File: config.mk
export PLATFORM = sky130hd
export DESIGN_NAME = prc_ref_select
export DESIGN_NICKNAME = d
export VERILOG_FILES = /design/src/design/prc_pkg.sv /design/src/design/prc_loss_detect.sv /design/src/design/prc_divider.sv /design/src/design/prc_ref_select.sv
export VERILOG_INCLUDE_DIRS = /design/src /design/src/design
export SDC_FILE = /design/constraint.sdc
export NUM_CORES = 1
export LEC_CHECK = 0
export BUFFER_PORTS_ARGS = -buffer_cell sky130_fd_sc_hd__clkbuf_2
export CORE_UTILIZATION = 36
export CTS_CLUSTER_SIZE = 30
export DETAILED_ROUTE_END_ITERATION = 16
export PLACE_DENSITY_LB_ADDON = 0.15
export RECOVER_POWER = 50
export SETUP_SLACK_MARGIN = 0.15
export SLEW_MARGIN = 5
export SYNTH_ARGS = -nofsm -noshare
export SYNTH_HDL_FRONTEND = slang
export SYNTH_HIERARCHICAL = 1
export SYNTH_SLANG_ARGS = --single-unit
File: constraint.sdc
create_clock -name clk -period 8.45 [get_ports clk]
set_input_delay 0.845 -clock clk [delete_from_list [all_inputs] [get_ports clk]]
set_output_delay 0.845 -clock clk [all_outputs]
set_load 0.05 [all_outputs]
File: src/design/prc_params.svh
// offsets, field positions, reset values and timing counts
// assumes a 32-bit register bus with byte addressing and a 100 MHz clock
`ifndef PRC_PARAMS_SVH
`define PRC_PARAMS_SVH

// register byte offsets
`define PRC_ADDR_WIDTH 5
`define PRC_ADDR_CTRL 5'h00
`define PRC_ADDR_CFG 5'h04
`define PRC_ADDR_DIV 5'h08
`define PRC_ADDR_N2 5'h0C
`define PRC_ADDR_STATUS 5'h10

// control word
`define PRC_CTRL_TUNE_BIT 0
`define PRC_TUNE_RESET 1'b1

// input configuration word, field least significant bits
`define PRC_CFG_BUF_LSB 0
`define PRC_CFG_MODE_LSB 2
`define PRC_CFG_WIN_LSB 4
`define PRC_CFG_FMT_LSB 6
`define PRC_CFG_FIELD_RESET 2'h0

// divider word
`define PRC_DIV_WIDTH 12
`define PRC_DIV_REF_LSB 0
`define PRC_DIV_FB_LSB 16
`define PRC_DIV_RESET 1
`define PRC_N2_WIDTH 18
`define PRC_N2_RESET 1

// status word bits
`define PRC_ST_LOSS_A 0
`define PRC_ST_LOSS_B 1
`define PRC_ST_SEL_B 2
`define PRC_ST_TUNE_PEND 3
`define PRC_ST_LOCK 4

// loss window: lowest detectable input frequency, in kHz
`define PRC_CLK_KHZ 100000
`define PRC_LOSS_MIN0_KHZ 1000
`define PRC_LOSS_MIN1_KHZ 3000
`define PRC_LOSS_MIN2_KHZ 13000
`define PRC_LOSS_MIN3_KHZ 32000
// one input period in clock cycles, rounded up
`define PRC_LOSS_CYC(f) ((`PRC_CLK_KHZ + (f) - 1) / (f))
`define PRC_LOSS_CNT_WIDTH 8

`endif

File: src/design/prc_pkg.sv
// types shared by the reference select block
// assumes nothing beyond a SystemVerilog compiler
package prc_pkg;

  // select field decode, codes follow the field value
  typedef enum logic [1:0] {
    MODE_FORCE_A,
    MODE_FORCE_B,
    MODE_NONREVERT,
    MODE_REVERT
  } prc_mode_e;

  // loss pin drive format, codes follow the field value
  typedef enum logic [1:0] {
    PIN_RESERVED,
    PIN_NMOS_OD,
    PIN_PMOS_OD,
    PIN_CMOS
  } prc_pin_e;

  typedef enum logic {SEL_A, SEL_B} prc_sel_e;
  typedef enum logic {TUNE_IDLE, TUNE_WAIT} prc_tune_e;

endpackage

File: src/design/prc_loss_detect.sv
// loss-of-signal detector for one reference input
// assumes refIn is already synchronous to clk
`timescale 1ns/10ps
`include "prc_params.svh"
module prc_loss_detect
  import prc_pkg::*;
#(
  parameter int CNT_WIDTH = `PRC_LOSS_CNT_WIDTH
) (
  input wire logic clk,
  input wire logic rstN,
  input wire logic refIn,
  input wire logic [CNT_WIDTH-1:0] windowCycles,
  output logic refEdge,
  output logic lost
);

  // the parked counter needs at least two bits to span a window
  if (CNT_WIDTH < 2 || CNT_WIDTH > 16) begin : g_bad_width
    $error("prc_loss_detect: unsupported counter width");
  end

  logic prevIn;
  logic [CNT_WIDTH-1:0] cnt;
  logic next_prevIn;
  logic [CNT_WIDTH-1:0] next_cnt;
  logic next_lost;

  assign refEdge = refIn & ~prevIn;

  ////////////////////////////////////////////////////////////////////////
  // edge timeout
  // an edge restarts the window; running out of window raises the loss
  always_comb begin
    next_prevIn = refIn;
    next_cnt = cnt;
    next_lost = lost;
    if (refEdge) begin
      next_cnt = '0;
      next_lost = 1'b0;
    end else if (cnt >= windowCycles - CNT_WIDTH'(1)) begin
      next_lost = 1'b1; // counter parks here until edges resume
    end else begin
      next_cnt = cnt + CNT_WIDTH'(1);
    end
  end

  always_ff @(posedge clk or negedge rstN) begin
    if (!rstN) begin
      prevIn <= 1'b0;
      cnt <= '0;
      lost <= 1'b0;
    end else begin
      prevIn <= next_prevIn;
      cnt <= next_cnt;
      lost <= next_lost;
    end
  end
endmodule

File: src/design/prc_divider.sv
// programmable divide-by-N pulse counter
// assumes divValue is never zero; the register side rejects zero
`timescale 1ns/10ps
module prc_divider
  import prc_pkg::*;
#(
  parameter int WIDTH = 12
) (
  input wire logic clk,
  input wire logic rstN,
  input wire logic tick,
  input wire logic [WIDTH-1:0] divValue,
  output logic pulse
);

  // a counter of no bits cannot divide
  if (WIDTH < 1 || WIDTH > 32) begin : g_bad_width
    $error("prc_divider: unsupported counter width");
  end

  logic [WIDTH-1:0] cnt;
  logic [WIDTH-1:0] next_cnt;
  logic next_pulse;

  // one pulse per divValue ticks; >= keeps a shrunk ratio from stalling
  always_comb begin
    next_cnt = cnt;
    next_pulse = 1'b0;
    if (tick) begin
      if (cnt >= divValue - WIDTH'(1)) begin
        next_cnt = '0;
        next_pulse = 1'b1;
      end else begin
        next_cnt = cnt + WIDTH'(1);
      end
    end
  end

  always_ff @(posedge clk or negedge rstN) begin
    if (!rstN) begin
      cnt <= '0;
      pulse <= 1'b0;
    end else begin
      cnt <= next_cnt;
      pulse <= next_pulse;
    end
  end

endmodule

File: src/design/prc_ref_select.sv
// first-loop reference select, loss flags, dividers and tuning gate
// assumes Avalon-MM master on clk; reference and oscillator inputs are
// already synchronous to clk and slower than half the clock rate
//
// Function
// tune bit set: hold second-loop tuning until first-loop lock reported
// tune bit clear: tuning starts right after second-loop divider write
// first loop keeps running its reference path whatever the tune bit
// two buffer kind bits, bit0 input A, bit1 input B; 1 means MOS
// select field 00 force A, 01 force B, 10 non-revertive, 11 revertive
// both automatic modes begin with input A selected
// revertive picks A whenever active, B only while A is lost
// non-revertive switches only when the selected input fails
// per-input loss flags drive switching, shown only in automatic modes
// one shared window field: 1, 3.0, 13 or 32 MHz minimum
// loss pin format 00 reserved, 01 NMOS OD, 10 PMOS OD, 11 CMOS
// host sets pin format 00 while a fixed input is forced
// host starts with forced A, rewrites select after references start
// feedback divider 12 bits, ratio 1 to 4095, zero rejected
// reference divider 12 bits, ratio 1 to 4095, zero rejected
// loss raised after one minimum-frequency period without input edges
//
// Local design decisions: the Avalon-MM slave port and the register offsets.
`timescale 1ns/10ps
`include "prc_params.svh"
module prc_ref_select
  import prc_pkg::*;
#(
  parameter int DIV_WIDTH = `PRC_DIV_WIDTH,
  parameter int N2_WIDTH = `PRC_N2_WIDTH
) (
  input wire logic clk,
  input wire logic reset_n,
  input wire logic [`PRC_ADDR_WIDTH-1:0] avs_address,
  input wire logic avs_read,
  input wire logic avs_write,
  input wire logic [31:0] avs_writedata,
  input wire logic [3:0] avs_byteenable,
  output logic [31:0] avs_readdata,
  output logic avs_waitrequest,
  input wire logic refInputA,
  input wire logic refInputB,
  input wire logic oscillatorInput,
  input wire logic firstLoopLockDetect,
  output logic refALossOut,
  output logic refALossOeN,
  output logic refBLossOut,
  output logic refBLossOeN,
  output logic refABufferMos,
  output logic refBBufferMos,
  output logic selectedRefB,
  output logic refDivPulse,
  output logic fbDivPulse,
  output logic vcoTuneStart,
  output logic [N2_WIDTH-1:0] secondLoopDivider
);

  // refuse widths that the field layout cannot hold
  if (DIV_WIDTH < 2 || DIV_WIDTH > 16 || N2_WIDTH < 1 || N2_WIDTH > 32)
  begin : g_bad_width
    $error("prc_ref_select: unsupported divider width");
  end

  function automatic logic isAutoMode(input logic [1:0] mode);
    return mode[1];
  endfunction

  function automatic logic [31:0] mergeBytes(input logic [31:0] old,
      input logic [31:0] wd, input logic [3:0] be);
    logic [31:0] res;
    res = old;
    for (int b = 0; b < 4; b++) begin
      if (be[b]) begin
        res[8*b +: 8] = wd[8*b +: 8];
      end
    end
    return res;
  endfunction

  ////////////////////////////////////////////////////////////////////////
  // reset release through two flops
  logic rstMeta;
  logic rstN;

  always_ff @(posedge clk or negedge reset_n) begin
    if (!reset_n) begin
      rstMeta <= 1'b0;
      rstN <= 1'b0;
    end else begin
      rstMeta <= 1'b1;
      rstN <= rstMeta;
    end
  end

  ////////////////////////////////////////////////////////////////////////
  // bus slave and register file
  logic tuneAfterRefLock;
  logic [1:0] refInputBufferKind;
  logic [1:0] refSelectMode;
  logic [1:0] lossDetectWindow;
  logic [1:0] lossPinFormat;
  logic [DIV_WIDTH-1:0] firstLoopRefDivider;
  logic [DIV_WIDTH-1:0] firstLoopFeedbackDivider;
  logic next_waitrequest;
  logic [31:0] next_readdata;
  logic next_tune;
  logic [1:0] next_bufKind;
  logic [1:0] next_selMode;
  logic [1:0] next_window;
  logic [1:0] next_format;
  logic [DIV_WIDTH-1:0] next_refDiv;
  logic [DIV_WIDTH-1:0] next_fbDiv;
  logic [N2_WIDTH-1:0] next_n2Div;
  logic [31:0] regWord;
  logic [31:0] wrWord;
  logic [31:0] statusWord;
  logic wrEn;
  logic divWrite;
  logic cfgWrite;
  logic n2Write;
  logic [1:0] lostRaw;
  prc_sel_e selState;
  prc_tune_e tuneState;

  assign wrEn = avs_write & ~avs_waitrequest;
  assign divWrite = wrEn && avs_address == `PRC_ADDR_DIV;
  assign cfgWrite = wrEn && avs_address == `PRC_ADDR_CFG;
  assign n2Write = wrEn && avs_address == `PRC_ADDR_N2;
  assign refABufferMos = refInputBufferKind[0];
  assign refBBufferMos = refInputBufferKind[1];

  always_comb begin
    statusWord = '0;
    statusWord[`PRC_ST_LOSS_A] = lostRaw[0];
    statusWord[`PRC_ST_LOSS_B] = lostRaw[1];
    statusWord[`PRC_ST_SEL_B] = selState == SEL_B;
    statusWord[`PRC_ST_TUNE_PEND] = tuneState == TUNE_WAIT;
    statusWord[`PRC_ST_LOCK] = firstLoopLockDetect;
  end

  // current word at the address; unmapped reads return zero
  always_comb begin
    regWord = '0;
    case (avs_address)
      `PRC_ADDR_CTRL: regWord[`PRC_CTRL_TUNE_BIT] = tuneAfterRefLock;
      `PRC_ADDR_CFG: begin
        regWord[`PRC_CFG_BUF_LSB +: 2] = refInputBufferKind;
        regWord[`PRC_CFG_MODE_LSB +: 2] = refSelectMode;
        regWord[`PRC_CFG_WIN_LSB +: 2] = lossDetectWindow;
        regWord[`PRC_CFG_FMT_LSB +: 2] = lossPinFormat;
      end
      `PRC_ADDR_DIV: begin
        regWord[`PRC_DIV_REF_LSB +: DIV_WIDTH] = firstLoopRefDivider;
        regWord[`PRC_DIV_FB_LSB +: DIV_WIDTH] = firstLoopFeedbackDivider;
      end
      `PRC_ADDR_N2: regWord[N2_WIDTH-1:0] = secondLoopDivider;
      `PRC_ADDR_STATUS: regWord = statusWord;
      default: regWord = '0;
    endcase
    wrWord = mergeBytes(regWord, avs_writedata, avs_byteenable);
  end

  // one wait state: a request is answered on its second cycle
  always_comb begin
    next_waitrequest = ~((avs_read | avs_write) & avs_waitrequest);
    next_readdata = avs_readdata;
    if (avs_read && avs_waitrequest) begin
      next_readdata = regWord;
    end
    next_tune = tuneAfterRefLock;
    next_bufKind = refInputBufferKind;
    next_selMode = refSelectMode;
    next_window = lossDetectWindow;
    next_format = lossPinFormat;
    next_refDiv = firstLoopRefDivider;
    next_fbDiv = firstLoopFeedbackDivider;
    next_n2Div = secondLoopDivider;
    if (wrEn && avs_address == `PRC_ADDR_CTRL) begin
      next_tune = wrWord[`PRC_CTRL_TUNE_BIT];
    end
    // buffer kind, select, window and pin format fields
    if (cfgWrite) begin
      next_bufKind = wrWord[`PRC_CFG_BUF_LSB +: 2];
      next_selMode = wrWord[`PRC_CFG_MODE_LSB +: 2];
      next_window = wrWord[`PRC_CFG_WIN_LSB +: 2];
      next_format = wrWord[`PRC_CFG_FMT_LSB +: 2];
    end
    // reference ratio, zero kept out
    if (divWrite && wrWord[`PRC_DIV_REF_LSB +: DIV_WIDTH] != '0) begin
      next_refDiv = wrWord[`PRC_DIV_REF_LSB +: DIV_WIDTH];
    end
    // feedback ratio, zero kept out
    if (divWrite && wrWord[`PRC_DIV_FB_LSB +: DIV_WIDTH] != '0) begin
      next_fbDiv = wrWord[`PRC_DIV_FB_LSB +: DIV_WIDTH];
    end
    if (n2Write) begin
      next_n2Div = wrWord[N2_WIDTH-1:0];
    end
  end

  always_ff @(posedge clk or negedge rstN) begin
    if (!rstN) begin
      avs_waitrequest <= 1'b1;
      avs_readdata <= 32'h0000_0000;
      tuneAfterRefLock <= `PRC_TUNE_RESET;
      refInputBufferKind <= `PRC_CFG_FIELD_RESET;
      refSelectMode <= `PRC_CFG_FIELD_RESET;
      lossDetectWindow <= `PRC_CFG_FIELD_RESET;
      lossPinFormat <= `PRC_CFG_FIELD_RESET;
      firstLoopRefDivider <= DIV_WIDTH'(`PRC_DIV_RESET);
      firstLoopFeedbackDivider <= DIV_WIDTH'(`PRC_DIV_RESET);
      secondLoopDivider <= N2_WIDTH'(`PRC_N2_RESET);
    end else begin
      avs_waitrequest <= next_waitrequest;
      avs_readdata <= next_readdata;
      tuneAfterRefLock <= next_tune;
      refInputBufferKind <= next_bufKind;
      refSelectMode <= next_selMode;
      lossDetectWindow <= next_window;
      lossPinFormat <= next_format;
      firstLoopRefDivider <= next_refDiv;
      firstLoopFeedbackDivider <= next_fbDiv;
      secondLoopDivider <= next_n2Div;
    end
  end

  ////////////////////////////////////////////////////////////////////////
  // loss detection on both inputs
  logic [1:0] refIn;
  logic [1:0] refEdge;
  logic [`PRC_LOSS_CNT_WIDTH-1:0] windowCycles;

  assign refIn = {refInputB, refInputA};

  // shared window decode
  always_comb begin
    unique case (lossDetectWindow)
      2'h0: windowCycles = 8'(`PRC_LOSS_CYC(`PRC_LOSS_MIN0_KHZ));
      2'h1: windowCycles = 8'(`PRC_LOSS_CYC(`PRC_LOSS_MIN1_KHZ));
      2'h2: windowCycles = 8'(`PRC_LOSS_CYC(`PRC_LOSS_MIN2_KHZ));
      2'h3: windowCycles = 8'(`PRC_LOSS_CYC(`PRC_LOSS_MIN3_KHZ));
    endcase
  end

  for (genvar i = 0; i < 2; i++) begin : g_loss
    prc_loss_detect #(
      .CNT_WIDTH(`PRC_LOSS_CNT_WIDTH)
    ) u_detect (
      .clk(clk),
      .rstN(rstN),
      .refIn(refIn[i]),
      .windowCycles(windowCycles),
      .refEdge(refEdge[i]),
      .lost(lostRaw[i])
    );
  end

  ////////////////////////////////////////////////////////////////////////
  // loss pins; detectors run always but flags show only in auto modes
  logic [1:0] pinOut;
  logic [1:0] pinOeN;
  logic [1:0] next_pinOut;
  logic [1:0] next_pinOeN;
  logic [1:0] flagShown;

  // flags gated by mode
  assign flagShown = isAutoMode(refSelectMode) ? lostRaw : 2'h0;

  // pin format, flag active high on the wire
  always_comb begin
    for (int p = 0; p < 2; p++) begin
      next_pinOut[p] = 1'b0;
      next_pinOeN[p] = 1'b1;
      unique case (prc_pin_e'(lossPinFormat))
        PIN_RESERVED: next_pinOeN[p] = 1'b1;
        PIN_NMOS_OD: next_pinOeN[p] = flagShown[p];
        PIN_PMOS_OD: begin
          next_pinOut[p] = 1'b1;
          next_pinOeN[p] = ~flagShown[p];
        end
        PIN_CMOS: begin
          next_pinOut[p] = flagShown[p];
          next_pinOeN[p] = 1'b0;
        end
      endcase
    end
  end

  always_ff @(posedge clk or negedge rstN) begin
    if (!rstN) begin
      pinOut <= 2'h0;
      pinOeN <= 2'h3;
    end else begin
      pinOut <= next_pinOut;
      pinOeN <= next_pinOeN;
    end
  end

  assign refALossOut = pinOut[0];
  assign refALossOeN = pinOeN[0];
  assign refBLossOut = pinOut[1];
  assign refBLossOeN = pinOeN[1];

  ////////////////////////////////////////////////////////////////////////
  // reference selection
  logic prevAuto;
  logic next_prevAuto;
  prc_sel_e next_sel;

  // select decode
  always_comb begin
    next_sel = selState;
    next_prevAuto = isAutoMode(refSelectMode);
    unique case (prc_mode_e'(refSelectMode))
      MODE_FORCE_A: next_sel = SEL_A;
      MODE_FORCE_B: next_sel = SEL_B;
      // automatic entry on A
      // switch only on failure of the selected input
      MODE_NONREVERT: begin
        if (!prevAuto) begin
          next_sel = SEL_A;
        end else if (selState == SEL_A && lostRaw[0] && !lostRaw[1]) begin
          next_sel = SEL_B;
        end else if (selState == SEL_B && lostRaw[1] && !lostRaw[0]) begin
          next_sel = SEL_A;
        end
      end
      // A preferred whenever present
      MODE_REVERT: begin
        if (prevAuto && lostRaw[0] && !lostRaw[1]) begin
          next_sel = SEL_B;
        end else begin
          next_sel = SEL_A;
        end
      end
    endcase
  end

  always_ff @(posedge clk or negedge rstN) begin
    if (!rstN) begin
      selState <= SEL_A;
      prevAuto <= 1'b0;
    end else begin
      selState <= next_sel;
      prevAuto <= next_prevAuto;
    end
  end

  assign selectedRefB = selState == SEL_B;

  ////////////////////////////////////////////////////////////////////////
  // first-loop dividers feeding the phase detector
  logic selTick;
  logic oscPrev;
  logic oscEdge;

  // reference path never waits on the tune bit
  assign selTick = selState == SEL_B ? refEdge[1] : refEdge[0];
  assign oscEdge = oscillatorInput & ~oscPrev;

  always_ff @(posedge clk or negedge rstN) begin
    if (!rstN) begin
      oscPrev <= 1'b0;
    end else begin
      oscPrev <= oscillatorInput;
    end
  end

  prc_divider #(.WIDTH(DIV_WIDTH)) u_ref_div (
    .clk(clk),
    .rstN(rstN),
    .tick(selTick),
    .divValue(firstLoopRefDivider),
    .pulse(refDivPulse)
  );

  prc_divider #(.WIDTH(DIV_WIDTH)) u_fb_div (
    .clk(clk),
    .rstN(rstN),
    .tick(oscEdge),
    .divValue(firstLoopFeedbackDivider),
    .pulse(fbDivPulse)
  );

  ////////////////////////////////////////////////////////////////////////
  // second-loop tuning gate; a fresh divider write restarts the wait
  prc_tune_e next_tuneState;
  logic next_tuneStart;

  always_comb begin
    next_tuneState = tuneState;
    next_tuneStart = 1'b0;
    unique case (tuneState)
      TUNE_IDLE: begin
        if (n2Write) begin
          next_tuneState = TUNE_WAIT;
        end
      end
      // hold for lock
      // no hold with tune bit clear
      TUNE_WAIT: begin
        if (n2Write) begin
          next_tuneState = TUNE_WAIT;
        end else if (!tuneAfterRefLock || firstLoopLockDetect) begin
          next_tuneState = TUNE_IDLE;
          next_tuneStart = 1'b1;
        end
      end
    endcase
  end

  always_ff @(posedge clk or negedge rstN) begin
    if (!rstN) begin
      tuneState <= TUNE_IDLE;
      vcoTuneStart <= 1'b0;
    end else begin
      tuneState <= next_tuneState;
      vcoTuneStart <= next_tuneStart;
    end
  end
endmodule

After elaboration in Yosys (flattened, before gate mapping)
Cells that the tools add are included.

word-level totals
  memory bits (writable) = 0
  register bits after elaboration = 137
  output and inout bits = 61
  logic and storage cells = 139
  bits of input ports = 49
  bits in latches = 0
  bits in read-only memories = 0
  memories = 0

cells by class
  add/subtract/negate cells = 7
  bitwise logic cells = 15
  muxes and demuxes = 43
  reductions and logical operators = 25
  $mul = 0
  magnitude comparators = 4
  equal/unequal tests = 16
  divide/modulo/power cells = 0
  shift-type cells = 0

operators by type and width
  operator               count
  $mux 8                 7
  $pmux 8 s4             1
  $pmux 7 s4             1
  $add 12x1->12 const B  2
  $ge 12x12->1           2
  $mux 12                2
  $reduce_bool 12->1     2
  $sub 12x1->12 const B  2
  $mux 1                 19
  $add 8x1->8 const B    2
  $ge 8x8->1             2
  $logic_and 1x1->1      13
  $eq 2x2->1 const B     6
  $pmux 1 s4             3
  $eq 5x4->1 const B     2
  $mux 10                1
  $not 1->1              9
  $mux 4                 2
  $pmux 4 s2             1
  $sub 8x1->8 const B    1
  $eq 2x1->1 const B     3
  $logic_not 2->1        3
  $pmux 1 s2             3
  $and 1x1->1            5
  other kinds (12)       16

Depth between registers and ports, before layout
Gate-level depths: netlist of run 1.

  word-level depth = 6
  gate-level depth with buffers = 13
  depth with buffers taken out = 12

Hierarchy
Netlist of run 1, hierarchy kept.

by module, submodules not included
  module                                 cells each  times used  area each (µm²)  seq. area each (µm²)
  prc_ref_select                         390         1           4234.1           2285.9
  prc_divider at u_fb_div                115         1           1037.2           325.3
  prc_divider at u_ref_div               115         1           1036.0           325.3
  prc_loss_detect at g_loss[1].u_detect  89          1           768.2            250.2
  prc_loss_detect at g_loss[0].u_detect  81          1           752.0            250.2

Least setup slack after synthesis of run 1
No wires, ideal clock.

  path kind = flip-flop to flip-flop
  start = reg lossDetectWindow[1]
  end = reg g_loss[1].u_detect.cnt[5]
  data required time = 8.328 ns
  path slack = 5.486 ns
  period minus slack after synthesis = 2.964 ns
  setup time = 0.122 ns
  stages on the path, launching flop included = 13
  arrival = 2.842 ns
  buffers on the path = 0
  path through = dfrtp_1 -> inv_1 -> ha_1 -> or2_2 -> nor4_1 -> nand2_1 -> xor2_1 -> ha_1 -> a21oi_1 -> o21ai_0 -> a21o_4 -> or3_4 -> mux2i_1

between the ends
  cells in the longest elaborated chain, start to end = 5
  elaborated cells between the ends (all ways) = 8
  those cells by class = add/sub: 1; order compare: 1; eq/ne: 4; mux: 1; reduce/logical: 1

RTL lines
  item                                      RTL line               RTL
  from (decl)                               prc_ref_select.sv:100  logic [1:0] lossDetectWindow;
  from (signal assigned)                    prc_ref_select.sv:208  lossDetectWindow <= `PRC_CFG_FIELD_RESET;
  from (signal assigned)                    prc_ref_select.sv:219  lossDetectWindow <= next_window;
  $eq 2x2->1, or another cell as far along  prc_ref_select.sv:237  unique case (lossDetectWindow)
  $pmux 8 s4 *                              prc_ref_select.sv:237
  via windowCycles[1]                       prc_ref_select.sv:231  logic [`PRC_LOSS_CNT_WIDTH-1:0] windowCycles;
  $sub 8x1->8 *                             prc_loss_detect.sv:41  end else if (cnt >= windowCycles - CNT_WIDTH'(1)) begin
  $ge 8x8->1 *                              prc_loss_detect.sv:41
  $ne 2x1->1 (no line) *                    n/a
  to (signal assigned)                      prc_loss_detect.sv:55  cnt <= next_cnt;
  to (decl)                                 prc_loss_detect.sv:24  logic [CNT_WIDTH-1:0] cnt;

Mark *: on every way through the listed nets, which the timed path passes. The rest lies on a longest branch. The select of a mux whose other input is x is not followed.
A chain may end at the register's enable or synchronous reset.

==> results.md, run 1 <==
* Core ar. at 0.02115 mm^2
* Slew Viols, Final at 171
* Initial antenna violation count at 0
* Total track usage at 0.1810
* Post-synthesis sequential area ratio at 0.4391
* Slew @ Worst Pin at 2974 ps
* Iteration-0 DRC Markers at 242
* F_max at 0.2410 GHz
* Vias in the first global route at 5,617
* Crit Reg-Reg Startpoint: rstN
* Flop2flop setup slack at 4300 ps
* EDFF count, synth at 0
* First-pass DRT Iterations at 4
* Vias at 5,987
* Failing checks: capacitance limit, slew limit
* Buf/Inv on CP at 1
* Final Instance Area at 0.009285 mm^2
* Yosys top cell by area: dfrtp_1
* Global-route wire length before repair at 30,800 um
* Slowest CP cell: clkbuf_1
* Total power at 0.002143 W
* Worst-Skew Late Latency at 430 ps
* Routability Congestion at 0.7530
* H-Tree Depth at 4
* Die area at 0.02234 mm^2
* DIE WIDTH at 149.5 um
* Crit-path cells: clkbuf_1
* Levels on crit path at 1
* Total grt overflow at 0
* CP max FO at 54
* Clock sinks at 137
* Layout cell share with drive strength beyond 1 at 0.2017
* Crit path DAT at 4010 ps
* Minimum clock period at 4149 ps
* Fin util at 0.4389
* Number of buffers created by CTS at 17
* #FFs+latches synth at 137
* Syn Inst Count at 790
* IO Port Bufs at 101
* Layout area overhead at 18.62%
* Area post-placement at 0.008622 mm^2
* Final hold vios at 0
* Setup skew after layout at 22.06 ps
* Hpwl dp at 14,190 um
* Final period util at 0.4910
* Most frequent cells after synthesis: dfrtp_1 (130), nand2_1 (105), o21ai_0 (56)
* Finish-stage setup viols at 0
* WL final at 19,050 um
* Crit end category: async pin
* Hold Crit Class: in2async
* Crit path largest cell delay at 2180 ps
* Num ports at 110
* Register-to-Register Path Depth at 1
* PnR worst setup slack at 4301 ps
* PD cells at 230.8 mW/mm^2
* Die height at 149.5 um
* Number of diodes at 0
* Post-CTS Resized at 0
* Status: finished, violations left
* Startpoint Class: register
* CTS tree: done
* DRT antenna net count at 0
* Worst reg2reg endpoint: u_ref_div/cnt[4]
* Root buffer cell: clkbuf_16
* Initial core utilization at 0.3700
* # rows at 53
* Critical path origin: rstN
* Clk slew on worst S/H paths at 60 ps
* Yosys top cell area share at 0.4156
* Ranking of synthesized cells by area: dfrtp_1 (42%), ha_1 (8.2%), nand2_1 (5.0%), o21ai_0 (3.6%), xnor2_1 (3.0%)
* Main flop type after synthesis: dfrtp_1
* Top delay family on crit path: buffers and inverters
* Via/cell ratio at 5.023
* Critical path class: reg2async
* Top-count cell post-synth: dfrtp_1
* Relative slew slack at -0.9828
* RSZ-0062 raised after global routing: false
* Synth unique cells at 68
* Largest net degree at the start of global routing at 55
* Worst EP required at 8320 ps
* WL/cell at 15.98 um
* Worst VDD drop at 0.1411 mV
* DP Worst Slack at 4618 ps
* Synthesized area at 0.007828 mm^2
* Hold-fix buffer count after cts at 0
* Yosys warning total at 6
* Setup TNS at 0 ps
* # DRC at 0
* FFs w/ async S/R, synth at 1.000
* Lkg Pwr at 4.374 nW
* Syn Area/Cell at 9.908 um^2
* Nets at 1,004
* Postcts setup bufs at 0
* Clock Path Buffers at 2
* Max Cap Viol at 4
==> flip-flops by register name, summed over array words and instances, names as in the netlist, 12 cells and up <==
name and count:
firstLoopRefDivider 12, u_ref_div/cnt 12, g_loss.u_detect/cnt 16, avs_readdata 28, u_fb_div/cnt 12, secondLoopDivider 18, firstLoopFeedbackDivider 12
==> how the worst max path moves through the flow <==
stage / slack [ps] / end
after detailed placement: 4620 / firstLoopRefDivider[10]
after CTS: 4830 / g_loss[0].u_detect/cnt[4]
after global placement: 4680 / firstLoopRefDivider[8]
final: 4300 / u_ref_div/cnt[4]
after floorplan: 4360 / avs_readdata[0]
after global routing: 3410 / u_ref_div/cnt[4]
==> cell type report <==
cell class | count | area [um^2]
clock buffer | 23 | 508.0
clock inverter | 9 | 182.7
fill | 2057 | 11870
inverter | 34 | 127.6
multi-input combinational | 609 | 4174
sequential | 137 | 3437
tap | 275 | 344.1
timing repair buffer | 105 | 511.7
==> layout by cell type, fill, tap and decap left out, drive strengths merged, types with 27 or more instances in the layout <==
master / count
mux2: 37
clkbuf: 127
nand2: 106
xnor2: 27
ha: 51
dfrtp: 130
o21ai: 72
inv: 34
nor2: 54
a21oi: 27
==> report_power, final <==
group          total [W]  internal (W)  switching (W)  leakage, nW
Clock           0.000866      0.000573       0.000293        0.332
Combinational   0.000466      0.000188       0.000278         2.23
Sequential      0.000811      0.000725      0.0000863         1.81
==> logic make-up (layout without fill, tap and decap cells) <==
logic type	after synthesis	after routing	share of synthesized area
muxes	59	59	0.08472
DFF	137	137	0.4391
buffers and inverters	63	171	0.03708
other	2	21	0.0009594
xor gates and xnor gates	51	51	0.05707
adders and majority gates	51	51	0.08152
AOI/OAI and AO/OA	145	145	0.1183
and+or+nand+nor	282	282	0.1813
==> stage by stage <==
stage / std cells / hold slack (ps)
floorplan: 809 / 331.2
global placement: 1160 / 328.0
detailed placement: 1160 / 318.3
CTS: 1192 / 176.9
global route: 1192 / 186.0
finish: 1192 / 180.6
==> metal layers <==
layer | vias up | wire (um) | global-route usage
li1 | 2999 | - | -
met1 | 2854 | 9689 | 0.2631
met2 | 120 | 8260 | 0.2625
met3 | 14 | 890 | 0.04238
met4 | 0 | 211 | 0.05816
met5 | - | 0 | 0
Power figures use the tool's default switching activity.
==> run 2: changes to the inputs <==
- ABC_AREA: not set -> 1
- clock period: 8.45 -> 4.1 ns (I/O delays scaled with it)
==> results.md, run 2 <==
* DP Worst Slack at 1274 ps
* Die height at 158.4 um
* WL final at 21,720 um
* Slowest CP cell: dfrtp_1
* Finish-stage setup viols at 0
* Postcts setup bufs at 0
* Grt met2 use at 0.2989
* Crit path largest cell delay at 430 ps
* Vias in the first global route at 7,000
* Most frequent cells after synthesis: nand2_1 (319), inv_1 (141), dfrtp_1 (130)
* Yosys top cell by area: dfrtp_1
* Net Sw Frac at 0.3731
* Max Cap Viol at 1
* Via/cell ratio at 4.659
* Post-synthesis sequential area ratio at 0.3905
* Commonest non-fill, non-tap cell in the layout: nand2_1
* Slew Viols, Final at 63
* Global-route wire length before repair at 35,870 um
* Failing checks: capacitance limit, slew limit
* # fillers at 2,449
* Layout area overhead at 14.87%
* PD cells at 458.6 mW/mm^2
* Routability Congestion at 0.7826
* Status: finished, violations left
* Main flop type after synthesis: dfrtp_1
* Total track usage at 0.1853
* Most frequent cells in the layout: nand2_1 (319), inv_1 (141), dfrtp_1 (130)
* Number of buffers created by CTS at 17
* Worst EP required at 4420 ps
* Met3 Track Usage GR at 0.03892
* Placed Cells at 1,540
* # rows at 56
* Final period util at 0.6885
* Flop pwr share at 0.382
* F_max at 0.3543 GHz
* Clock sinks at 137
* Gate power share at 0.287
* Hpwl dp at 15,970 um
* # DRC at 0
* Lkg Pwr at 5.298 nW
* Crit-path cells: inv_1, ha_1, or2_2, nor3_1, xor2_1, inv_1, ha_1, nand2_1, o21a_1, nand2_4, nand3_1, nand2_1
* PnR worst setup slack at 1277 ps
* Initial core utilization at 0.3706
* Nets at 1,341
* Total grt overflow at 0
* Core ar. at 0.02375 mm^2
* Syn Inst Count at 1,140
* DIE WIDTH at 158.4 um
* Yosys top cell area share at 0.3696
* Critical path class: reg2reg
* Crit end category: register
* Max FFs per register at 28
* Iteration-0 DRC Markers at 313
* Die area at 0.02508 mm^2
* Setup skew after layout at 7.266 ps
* Number of diodes at 0
* Layout cell share with drive strength beyond 1 at 0.1531
* Synthesized area at 0.008802 mm^2
* First-pass DRT Iterations at 5
* Top-count cell post-synth: nand2_1
* DRT antenna net count at 0
* Relative slew slack at -0.7456
* Total power at 0.004637 W
* Sw power at 0.001730 W
* Initial antenna violation count at 0
* Startpoint Class: register
* Finished Layout Cells at 1,573
* FFs w/ async S/R, synth at 1.000
* EDFF count, synth at 0
* Root buffer cell: clkbuf_16
* Internal cell power at 0.002907 W
* Largest net degree at the start of global routing at 74
* IO Port Bufs at 101
* Clk network pwr share at 0.331
* #FFs+latches synth at 137
* Clock Path Buffers at 2
* Syn Area/Cell at 7.721 um^2
* Hold Crit Class: in2reg
* Yosys warning total at 6
* Worst VDD drop at 0.2398 mV
* Busiest layer in global routing: met2
* RSZ-0062 raised after global routing: false
* Worst-Skew Late Latency at 430 ps
* Crit path DAT at 3140 ps
* Top flop regs: avs_readdata: 28 flops, secondLoopDivider: 18 flops, g_loss.u_detect/cnt: 16 flops
* Minimum clock period at 2823 ps
* Setup TNS at 0 ps
* CTS tree: done
* Slew @ Worst Pin at 2618 ps
* Biggest register: avs_readdata
* H-Tree Depth at 4
* CP max FO at 10
* WL/cell at 13.80 um
* Ranking of synthesized cells by area: dfrtp_1 (37%), nand2_1 (14%), ha_1 (7.2%), inv_1 (6.0%), nand3_1 (4.6%)
* Post-CTS Resized at 0
* Clk slew on worst S/H paths at 60 ps
* Num ports at 110
* Hold-fix buffer count after cts at 1
* Synth unique cells at 41
* Flop2flop setup slack at 1280 ps
* Final hold vios at 0
* GRT met1 Usage at 0.2491
* Vias at 7,329
## run 2: worst paths after layout
path                                        endpoint  cells past startpoint           startpoint
max in group asynchronous            avs_readdata[9]                      0                 rstN
min in group asynchronous                       rstN                      2              reset_n
max reg2reg                g_loss[1].u_detect/cnt[5]                     12  lossDetectWindow[1]
max                        g_loss[1].u_detect/cnt[5]                     12  lossDetectWindow[1]
min reg2reg                                     rstN                      0              rstMeta
min                                          oscPrev                      1      oscillatorInput
## run 2: area by class of cell
class | count | area (um^2) | area share
clock buffers | 17 | 425.4 | 0.04207
clock inverters | 15 | 152.6 | 0.01510
inverters | 152 | 583.1 | 0.05767
multi-input cells | 826 | 4607 | 0.4556
flip-flops and latches | 137 | 3437 | 0.3399
well taps | 319 | 399.1 | 0.03948
repair buffers | 107 | 506.7 | 0.05012
## run 2: stage by stage
step                      hold WS (ps)  area, um^2    util
after floorplan                  114.4        8845       -
after global placement           197.2        9585  0.4036
after detailed placement         198.0        9585  0.4036
after CTS                        80.44       10170  0.4283
after global routing             88.21       10110  0.4257
final                            101.9       10110  0.4257
## run 2: per-layer routing
metal / wire [um] / part of all wire / vias up
li1: - / - / 3841
met1: 10740 / 0.49 / 3364
met2: 9905 / 0.46 / 109
met3: 811 / 0.037 / 15
met4: 255 / 0.012 / 0
met5: 0 / 0 / -
## run 2: cells by family after synthesis
group / after synthesis / synth area share
AND/OR/NAND/NOR: 612 / 0.3343
buffers and inverters: 188 / 0.09083
flip-flops: 137 / 0.3905
AO/OA/AOI/OAI: 100 / 0.06126
adder cells (fa/ha/maj): 51 / 0.07249
XOR/XNOR: 50 / 0.04975
other: 2 / 0.0008532
## run 2: power by group through the flow
stage	sequential [W]	clock, W	combinational (W)
after floorplan	0.00191	0	0.000919
after global placement	0.00180	0	0.00133
after detailed placement	0.00179	0	0.00136
after CTS	0.00177	0.00157	0.00136
after global routing	0.00181	0.00163	0.00154
final	0.00177	0.00153	0.00133
## run 2: worst max-delay path, delay by kind of cell, from the launching register on
kind | cells | cell delay (ps)
and+or+nand+nor | 6 | 1000
buffers and inverters | 2 | 150
xor gates and xnor gates | 1 | 170
adders and majority gates | 2 | 530
DFF | 1 | 430
AOI/OAI and AO/OA | 1 | 420
